===== src/hw/hmwdt_pkg.sv =====
// package: register map, codes and timing constants of the hang monitor
package hmwdt_pkg;

    // ======================================================================
    // register map
    localparam logic [31:0] TIMEOUT_SELECT_ADDR = 32'h2380_0000;
    localparam logic [31:0] FEED_PORT_ADDR      = 32'h23C0_0000;
    localparam logic [7:0]  FEED_VALUE          = 8'h05;
    localparam int          CODE_LSB            = 0;
    localparam int          CODE_W              = 3;
    localparam logic [2:0]  TIMEOUT_SELECT_RST  = 3'h0;

    // ======================================================================
    // timing
    localparam int          CLK_HZ              = 125_000_000;
    localparam int          CLK_NS              = 8;
    localparam int          WINDOW_US           = 30;
    // longest time: round down
    localparam int          WINDOW_CYC          = (WINDOW_US * 1000) / CLK_NS;
    localparam int          BASE_MS             = 250;
    localparam longint      BASE_CYC            = (longint'(BASE_MS) * CLK_HZ) / 1000;
    localparam int          CNT_W               = 32;

    // ======================================================================
    // timeout codes
    typedef enum logic [2:0] {
        HMWDT_OFF   = 3'h0,
        HMWDT_250MS = 3'h1,
        HMWDT_500MS = 3'h2,
        HMWDT_1S    = 3'h3,
        HMWDT_RSVD  = 3'h4,
        HMWDT_2S    = 3'h5,
        HMWDT_4S    = 3'h6,
        HMWDT_8S    = 3'h7
    } hmwdt_code_t;

endpackage


===== src/hw/hmwdt_top.sv =====
// hang monitor watchdog: timeout select, feed port and system reset request
`timescale 1ns/1ns
// What this block does
// RULE1 - timeout reached requests full system reset
// RULE2 - three-bit code selects 250 ms to 8 s
// RULE3 - code zero or the reserved code four disables; other codes start counting
// RULE4 - valid feed clears counter any time
// RULE5 - software writes 05 to feed periodically
// RULE6 - control write only within 30 us after feed
// RULE7 - other feed values do nothing
module hmwdt_top #(
    parameter longint BASE_CYC   = hmwdt_pkg::BASE_CYC,
    parameter int     WINDOW_CYC = hmwdt_pkg::WINDOW_CYC
) (
    input  wire logic        clk,
    input  wire logic        rst_b,
    input  wire logic [31:0] addr,
    input  wire logic        wr_en,
    input  wire logic        rd_en,
    input  wire logic [7:0]  wr_data,
    output logic      [7:0]  rd_data,
    output logic             sys_reset_req
);

    // ======================================================================
    // parameter checks
    // the longest code runs 32 base periods; all of it must fit the counter
    localparam longint LONGEST_CYC = BASE_CYC * 32;

    if (BASE_CYC < 1) begin : g_base_low
        $error("base period must be at least one cycle");
    end

    if (LONGEST_CYC >= 64'h1_0000_0000) begin : g_base_high
        $error("base period does not fit the counter");
    end

    if (hmwdt_pkg::CNT_W != 32) begin : g_count_width
        $error("counter width must match the limit checked here");
    end

    if (WINDOW_CYC < 1) begin : g_window_low
        $error("feed window must last at least one cycle");
    end

    if (WINDOW_CYC > 65535) begin : g_window_high
        $error("feed window does not fit its timer");
    end

    if (hmwdt_pkg::CODE_LSB + hmwdt_pkg::CODE_W > 8) begin : g_code_field
        $error("code field lies outside the data byte");
    end

    if (hmwdt_pkg::TIMEOUT_SELECT_ADDR == hmwdt_pkg::FEED_PORT_ADDR) begin : g_addr_clash
        $error("control and feed ports share an address");
    end

    // ======================================================================
    // reset release
    logic [1:0] rst_pipe;
    logic       rst_sync_b;

    always_ff @(posedge clk or negedge rst_b) begin
        if (!rst_b) begin
            rst_pipe <= 2'h0;
        end else begin
            rst_pipe <= {rst_pipe[0], 1'b1};
        end
    end

    // reset asserts at once but leaves on a clock edge, two flops deep
    assign rst_sync_b = rst_pipe[1];

    // ======================================================================
    // helpers

    // timeout in cycles, zero for disabled or reserved
    function automatic logic [hmwdt_pkg::CNT_W-1:0] period_of(input logic [2:0] code);
        logic [hmwdt_pkg::CNT_W-1:0] base;
        base = hmwdt_pkg::CNT_W'(BASE_CYC);
        case (hmwdt_pkg::hmwdt_code_t'(code))                                      // RULE2
            hmwdt_pkg::HMWDT_250MS: period_of = base;
            hmwdt_pkg::HMWDT_500MS: period_of = base << 1;
            hmwdt_pkg::HMWDT_1S:    period_of = base << 2;
            hmwdt_pkg::HMWDT_2S:    period_of = base << 3;
            hmwdt_pkg::HMWDT_4S:    period_of = base << 4;
            hmwdt_pkg::HMWDT_8S:    period_of = base << 5;
            default:                period_of = '0;
        endcase
    endfunction

    function automatic logic hit(input logic [31:0] a, input logic [31:0] target);
        hit = (a == target);
    endfunction

    // control register decode; shared by the write and the read path
    function automatic logic is_ctl(input logic [31:0] a);
        is_ctl = hit(a, hmwdt_pkg::TIMEOUT_SELECT_ADDR);
    endfunction

    function automatic logic is_feed(input logic [31:0] a);
        is_feed = hit(a, hmwdt_pkg::FEED_PORT_ADDR);
    endfunction

    // only the code field is kept; the other data bits are dropped
    function automatic logic [2:0] code_field(input logic [7:0] d);
        code_field = d[hmwdt_pkg::CODE_LSB +: hmwdt_pkg::CODE_W];
    endfunction

    // true on the cycle whose increment would reach the period
    function automatic logic expires(input logic [hmwdt_pkg::CNT_W-1:0] count,
                                     input logic [hmwdt_pkg::CNT_W-1:0] limit);
        expires = (count + 1'b1 >= limit);
    endfunction

    // read word of the control register: code in its field, rest zero
    function automatic logic [7:0] ctl_word(input logic [2:0] code);
        logic [7:0] w;
        w = 8'h00;
        w[hmwdt_pkg::CODE_LSB +: hmwdt_pkg::CODE_W] = code;
        ctl_word = w;
    endfunction

    // ======================================================================
    // state
    typedef struct packed {
        logic [2:0]                  code;
        logic [hmwdt_pkg::CNT_W-1:0] count;
        logic                        fire;
        logic [7:0]                  rdata;
    } hmwdt_state_t;

    hmwdt_state_t r;
    hmwdt_state_t next_r;

    // value of the state while reset is held
    localparam hmwdt_state_t STATE_RST = '{
        code:  hmwdt_pkg::TIMEOUT_SELECT_RST,
        count: '0,
        fire:  1'b0,
        rdata: 8'h00
    };

    logic                        feed_ok;
    logic                        ctl_wr;
    logic                        ctl_rd;
    logic                        win_open;
    logic                        code_take;
    logic                        enabled;
    logic [hmwdt_pkg::CNT_W-1:0] period;

    // ======================================================================
    // access decode
    assign feed_ok   = wr_en && is_feed(addr)
                       && (wr_data == hmwdt_pkg::FEED_VALUE);                       // RULE7
    assign ctl_wr    = wr_en && is_ctl(addr);
    assign ctl_rd    = rd_en && is_ctl(addr);
    // control writes outside the feed window are dropped
    assign code_take = ctl_wr && win_open;                                          // RULE6

    // ======================================================================
    // period select
    assign period    = period_of(r.code);                                           // RULE2
    // disabled and reserved codes both give a zero period
    assign enabled   = (period != '0);                                              // RULE3

    // ======================================================================
    // feed window

    hmwdt_window #(
        .WINDOW_CYC (WINDOW_CYC)
    ) u_window (
        .clk         (clk),
        .rst_sync_b  (rst_sync_b),
        .open_pulse  (feed_ok),
        .close_pulse (ctl_wr),
        .is_open     (win_open)
    );

    // ======================================================================
    // next state
    always_comb begin
        next_r = r;

        // code register
        if (code_take) begin                                                        // RULE6
            next_r.code = code_field(wr_data);
        end

        // counter and reset request
        if (!enabled) begin                                                         // RULE3
            // held at zero so that a later enable starts a whole period
            next_r.count = '0;
        end else if (feed_ok) begin                                                 // RULE4
            // a feed on the final cycle still beats the request
            next_r.count = '0;
        end else if (expires(r.count, period)) begin
            // sticky until reset: the request itself resets the system
            next_r.fire  = 1'b1;                                                    // RULE1
        end else begin
            next_r.count = r.count + 1'b1;                                          // RULE3
        end

        // read data stands one cycle; the feed port reads as zero
        if (ctl_rd) begin
            next_r.rdata = ctl_word(r.code);
        end else begin
            next_r.rdata = 8'h00;
        end
    end

    // ======================================================================
    // state register

    always_ff @(posedge clk or negedge rst_sync_b) begin
        if (!rst_sync_b) begin
            r <= STATE_RST;
        end else begin
            r <= next_r;
        end
    end

    // ======================================================================
    // outputs, straight from the state register
    assign rd_data       = r.rdata;
    assign sys_reset_req = r.fire;

endmodule


===== src/hw/hmwdt_window.sv =====
// feed-to-control write window timer
`timescale 1ns/1ns
module hmwdt_window #(
    parameter int WINDOW_CYC = hmwdt_pkg::WINDOW_CYC
) (
    input  wire logic clk,
    input  wire logic rst_sync_b,
    input  wire logic open_pulse,
    input  wire logic close_pulse,
    output logic      is_open
);

    if (WINDOW_CYC < 1 || WINDOW_CYC > 65535) begin : g_window_range
        $error("window length out of range");
    end

    typedef struct packed {
        logic [15:0] left;
    } hmwdt_win_t;

    hmwdt_win_t r;
    hmwdt_win_t next_r;

    always_comb begin
        next_r = r;
        if (r.left != 16'h0000) begin
            next_r.left = r.left - 16'h0001;
        end
        // one control write per feed
        if (close_pulse) begin
            next_r.left = 16'h0000;
        end
        // a feed restarts the window even if a write closes it this cycle
        if (open_pulse) begin
            next_r.left = 16'(WINDOW_CYC);
        end
    end

    always_ff @(posedge clk or negedge rst_sync_b) begin
        if (!rst_sync_b) begin
            r <= '0;
        end else begin
            r <= next_r;
        end
    end

    assign is_open = (r.left != 16'h0000);

endmodule


===== config.mk =====
export PLATFORM = sky130hd
export DESIGN_NAME = hmwdt_top
export DESIGN_NICKNAME = d
export VERILOG_FILES = /design/src/hw/hmwdt_pkg.sv /design/src/hw/hmwdt_top.sv /design/src/hw/hmwdt_window.sv
export SDC_FILE = /design/constraint.sdc
export NUM_CORES = 1
export LEC_CHECK = 0
export BUFFER_PORTS_ARGS = -buffer_cell sky130_fd_sc_hd__buf_4
export CORE_ASPECT_RATIO = 0.8
export CORE_UTILIZATION = 52
export CTS_BUF_LIST = sky130_fd_sc_hd__clkbuf_8 sky130_fd_sc_hd__clkbuf_16
export DETAILED_ROUTE_END_ITERATION = 8
export HOLD_SLACK_MARGIN = 0.05
export PLACE_DENSITY = 0.86
export REMOVE_ABC_BUFFERS = 1
export SLEW_MARGIN = 30
export SYNTH_ARGS = -nofsm -noshare
export SYNTH_HDL_FRONTEND = slang
export SYNTH_SLANG_ARGS = --single-unit

===== constraint.sdc =====
create_clock -name clk -period 2 [get_ports clk]
set_clock_uncertainty 0.2 [all_clocks]
set_input_delay 0.1 -clock clk [delete_from_list [all_inputs] [get_ports clk]]
set_output_delay 0.1 -clock clk [all_outputs]
set_load 0.05 [all_outputs]

==> results.json, run 1 <==
{
  "outcome": "did not finish",
  "stop_stage": "global routing",
  "tool.error": "[ERROR GRT-0232] Routing congestion too high. Check the congestion heatmap in the GUI.",
  "yosysMostFrequentCell": "dfrtp_1",
  "syn_area_mm2": 0.00417,
  "netlist_instances": 478,
  "yosysTopAreaCell": "dfrtp_1",
  "die_w_um": 102,
  "ys_types": 51,
  "async_flop_share_pct": 100,
  "cts_made_buffers": 9,
  "die_y_um": 82.1,
  "globalRouteTotalUtil_pct": 71.7,
  "gp_congestion": 0.943,
  "overflow": 8,
  "clkSinkCount": 57,
  "ys_warn_count": 0,
  "synth-seq-cells": 57,
  "rows": 28,
  "worstEpCategory": "register data pin",
  "hpwl_um": 9730,
  "synth_top_area_share_pct": 34.2,
  "cts_root_buffer": "clkbuf_8",
  "postGrtWorstEndpoint": "r[13]$_DFFE_PN0P_/D",
  "postSynthAreaPerCell_um2": 8.73,
  "synthTopCellsByArea": "dfrtp_1 (34%), ha_1 (8.4%), xnor2_1 (7.3%), a21oi_1 (6.2%), o31ai_1 (5.2%)",
  "synth_edf_count": 0,
  "portBuffers": 47,
  "place_ws_ps": -2070,
  "cts_max_level": 3,
  "clk_path_buf_depth": 2,
  "synth_ff_type": "dfrtp_1",
  "yosys-top-cells-count": "dfrtp_1 (57), a21oi_1 (52), nor2_1 (38)",
  "ioPinCount": 53,
  "grt_max_degree": 35,
  "ys_seq_area_share_pct": 34.2,
  "placedCellCount": 746,
  "initial_utilization_pct": 55.2
}
[layer usage]
metal	overflow	GRT usage, %
met5	0	22.4
met4	2	76.9
met3	0	53.8
met2	6	90.3
met1	0	70.4
[stage by stage]
stage	cell area [um2]	TNS [ps]	util [%]
3_3_place_gp	5650	-63910	74.7
4_1_cts	6550	-61360	86.5
2_1_floorplan	4040	-124050	-
3_5_place_dp	5650	-71290	74.7
[what timing repair did]
action / CTS
pin swaps: 39
setup buffers: 7
hold buffers: 10
endpoints found under the setup margin: 52
gates resized for setup: 91
cloned: 4
endpoints found under the hold margin: 29
[cell families after synthesis]
kind of cell / share of synthesized area [%]
AND/OR/NAND/NOR: 27.3
AO/OA/AOI/OAI: 16.6
flip-flops: 34.2
buffers and inverters: 4.56
XOR/XNOR: 7.97
adder cells (fa/ha/maj): 8.39
multiplexers: 0.809
other: 0.180
==> inputs of run 2 (changes only) <==
--- a/config.mk
+++ b/config.mk
@@ -6,12 +6,9 @@
 export NUM_CORES = 1
 export LEC_CHECK = 0
 export BUFFER_PORTS_ARGS = -buffer_cell sky130_fd_sc_hd__buf_4
-export CORE_ASPECT_RATIO = 0.8
-export CORE_UTILIZATION = 52
-export CTS_BUF_LIST = sky130_fd_sc_hd__clkbuf_8 sky130_fd_sc_hd__clkbuf_16
+export CORE_UTILIZATION = 37
 export DETAILED_ROUTE_END_ITERATION = 8
-export HOLD_SLACK_MARGIN = 0.05
-export PLACE_DENSITY = 0.86
+export PLACE_DENSITY_LB_ADDON = 0.15
 export REMOVE_ABC_BUFFERS = 1
 export SLEW_MARGIN = 30
 export SYNTH_ARGS = -nofsm -noshare
==> constraint.sdc (replaced) <==
create_clock -name clk -period 2.6 [get_ports clk]
set_clock_uncertainty 0.2 [all_clocks]
set_input_delay 0.13 -clock clk [delete_from_list [all_inputs] [get_ports clk]]
set_output_delay 0.13 -clock clk [all_outputs]
set_load 0.05 [all_outputs]
==> run 2 against run 1 <==
The flow now finishes, with violations (setup timing). Synthesized cell count did not move. Synthesized area did not move.
==> results.json, run 2 <==
{
  "totalPowerFinal_mw": 2.30,
  "ir_drop_mv": 0.295,
  "top_register": "r",
  "cts_max_level": 3,
  "postSynthAreaPerCell_um2": 8.73,
  "cp_common_cell": "buf_4",
  "outcome": "finished with violations",
  "hold_path_class": "in -> reg",
  "p_leak_nw": 2.68,
  "yosysTopAreaCell": "dfrtp_1",
  "via_per_inst": 5.40,
  "hpwl_um": 8560,
  "ys_warn_count": 0,
  "drt_pass1_iterations": 4,
  "yosysMostFrequentCell": "dfrtp_1",
  "globalRouteTotalUtil_pct": 22.8,
  "route.detailed.drc": 0,
  "initial_utilization_pct": 38.2,
  "num_vias": 4236,
  "clkSinkCount": 57,
  "cts_made_buffers": 9,
  "synth_top_area_share_pct": 34.2,
  "r2r-start": "r[10]$_DFFE_PN0P_",
  "antenna_cells": 0,
  "rows": 38,
  "reg2reg_depth": 17,
  "worstPathRequired_ps": 2610,
  "cp_data_arrival_time_ps": 3860,
  "setup_violations": 33,
  "wl_per_cell_um": 16.2,
  "antenna_found_initial": 0,
  "place_ws_ps": -1410,
  "die_y_um": 108,
  "drtIter0Drc": 160,
  "grt_max_degree": 32,
  "drtAntennaViolNets": 0,
  "cts_tree": "done",
  "netlist_instances": 478,
  "clkTransAtPathRegs_ps": 60,
  "wl_um": 12700,
  "crit_slowest_cell": "dfrtp_1",
  "ys_types": 51,
  "gp_congestion": 0.852,
  "syn_to_final_growth_pct": 52.0,
  "nets": 713,
  "crit_start": "r[10]$_DFFE_PN0P_",
  "die_w_um": 108,
  "grt_pass1_wl_um": 20500,
  "ys_seq_area_share_pct": 34.2,
  "crit_fanout": 14,
  "synth_edf_count": 0,
  "fin_ws_ps": -1250,
  "crit_cells": 17,
  "synth-seq-cells": 57,
  "tightest_slew_ps": 576,
  "grt_setup_unrepaired": "true",
  "synthTopCellsByArea": "dfrtp_1 (34%), ha_1 (8.4%), xnor2_1 (7.3%), a21oi_1 (6.2%), o31ai_1 (5.2%)",
  "startpoint_type": "register",
  "fin_hold_ws_ps": 21.3,
  "cts_root_buffer": "clkbuf_16",
  "grt_pass1_vias": 4338,
  "fin_crit_sh_pct": 148,
  "min-delay-start": "wr_data[3]",
  "core-area_mm2": 0.0109,
  "largest_reg_flops": 35,
  "dieArea_mm2": 0.0117,
  "fin_crit_ps": 3850,
  "slew_violations": 0,
  "end_kind": "register",
  "yosys-top-cells-count": "dfrtp_1 (57), a21oi_1 (52), nor2_1 (38)",
  "drive_gt1_share_pct": 40.9,
  "max_stage_delay_ps": 380,
  "synth_ff_type": "dfrtp_1",
  "worstPathCellList": "ha_2 > nand2_2 > or2_4 > buf_4 > or3_4 > xnor2_1 > ha_1 > nand2_1 > o21ai_1 > a2111oi_2 > buf_4 > o211ai_1 > a22o_4 > buf_6 > buf_16 > o31ai_1 > a21oi_2",
  "max-cap-violations": 0,
  "portBuffers": 47,
  "p_per_area_mw_per_mm2": 362,
  "hold_depth": 4,
  "fmax_ghz": 0.260,
  "cp_num_buf_inv": 4,
  "overflow": 0,
  "violations": "setup timing",
  "crit_family": "compound AO/OA/AOI/OAI gates",
  "async_flop_share_pct": 100,
  "layout_common_cells": "buf_4 (162), dfrtp_1 (56), a21oi_1 (41)",
  "insertion_delay_ps": 340,
  "syn_area_mm2": 0.00417,
  "slew_headroom_pct": 61.5,
  "final_common_cell": "buf_4",
  "clk_path_buf_depth": 2,
  "finalHoldViolations": 0,
  "ioPinCount": 53,
  "setup.worst_path.class": "reg -> reg"
}
run 2: cell counts after synthesis:
No cell type changed its count.
run 2: worst register-to-register path: cells and delay by family, from the launching register on:
kind / cells / cell delay [ps]
AO/OA/AOI/OAI: 6 / 1120
AND/OR/NAND/NOR: 4 / 770
buffers and inverters: 4 / 610
adder cells (fa/ha/maj): 2 / 470
flip-flops: 1 / 380
XOR/XNOR: 1 / 170
run 2: stage by stage:
| step | instances | area [um2] | setup TNS [ps] | utilization (%) |
|---|---|---|---|---|
| 2_1_floorplan | 451 | 4040 | -100390 | - |
| 3_5_place_dp | 752 | 5480 | -45450 | 50.1 |
| 6_report | 785 | 6350 | -39750 | 58.0 |
| 3_3_place_gp | 752 | 5480 | -43560 | 50.1 |
| 5_1_grt | 785 | 6350 | -45960 | 58.0 |
| 4_1_cts | 783 | 6200 | -39450 | 56.7 |
run 2: timing repair:
item	CTS	global route
setup buffers	6	2
endpoints found under the hold margin	10	0
hold buffers	7	0
gates cloned	3	0
setup endpoints to repair	33	33
gates resized for setup	51	27
pin swaps	29	6
run 2: final timing paths:
kind	end	slack [ps]
hold / removal	u_window.r[1]$_DFFE_PN0P_	20
min in group asynchronous	r[9]$_DFFE_PN0P_	50
max in group asynchronous	r[30]$_DFFE_PN0P_	1470
setup / recovery	r[19]$_DFFE_PN0P_	-1250
hold reg to reg	r[9]$_DFFE_PN0P_	50
setup reg to reg	r[19]$_DFFE_PN0P_	-1250
run 2: logic make-up after synthesis:
kind of cell | after synthesis | share of synthesized area, %
compound gates | 113 | 16.6
xor+xnor | 38 | 7.97
fa+ha+maj | 28 | 8.39
buf+inv | 41 | 4.56
flops | 57 | 34.2
mux | 3 | 0.809
other cells | 2 | 0.180
simple gates | 196 | 27.3
run 2: where the power goes:
part / leakage [nW] / internal (mW) / switching, mW
sequential: 0.750 / 0.889 / 0.00733
clock: 0.151 / 0.857 / 0.451
combinational: 1.78 / 0.0520 / 0.0401
total: 2.68 / 1.80 / 0.498
run 2: area by class of cell:
class,instances,area (um2)
fillers,987,4590
multi-input cells,384,2910
repair buffers,179,1480
flip-flops and latches,57,1430
clock buffers,10,239
well taps,140,175
clock inverters,5,80.1
inverters,10,37.5
run 2: layer usage:
metal	global-route usage, %	share of wire, %	vias up
met5	0	0	-
met4	9.98	3.3	0
met3	4.16	3.3	31
met2	39.2	50	60
met1	27.8	44	2042
li1	-	-	2103
No activity file was read; power rests on OpenSTA's default activity.
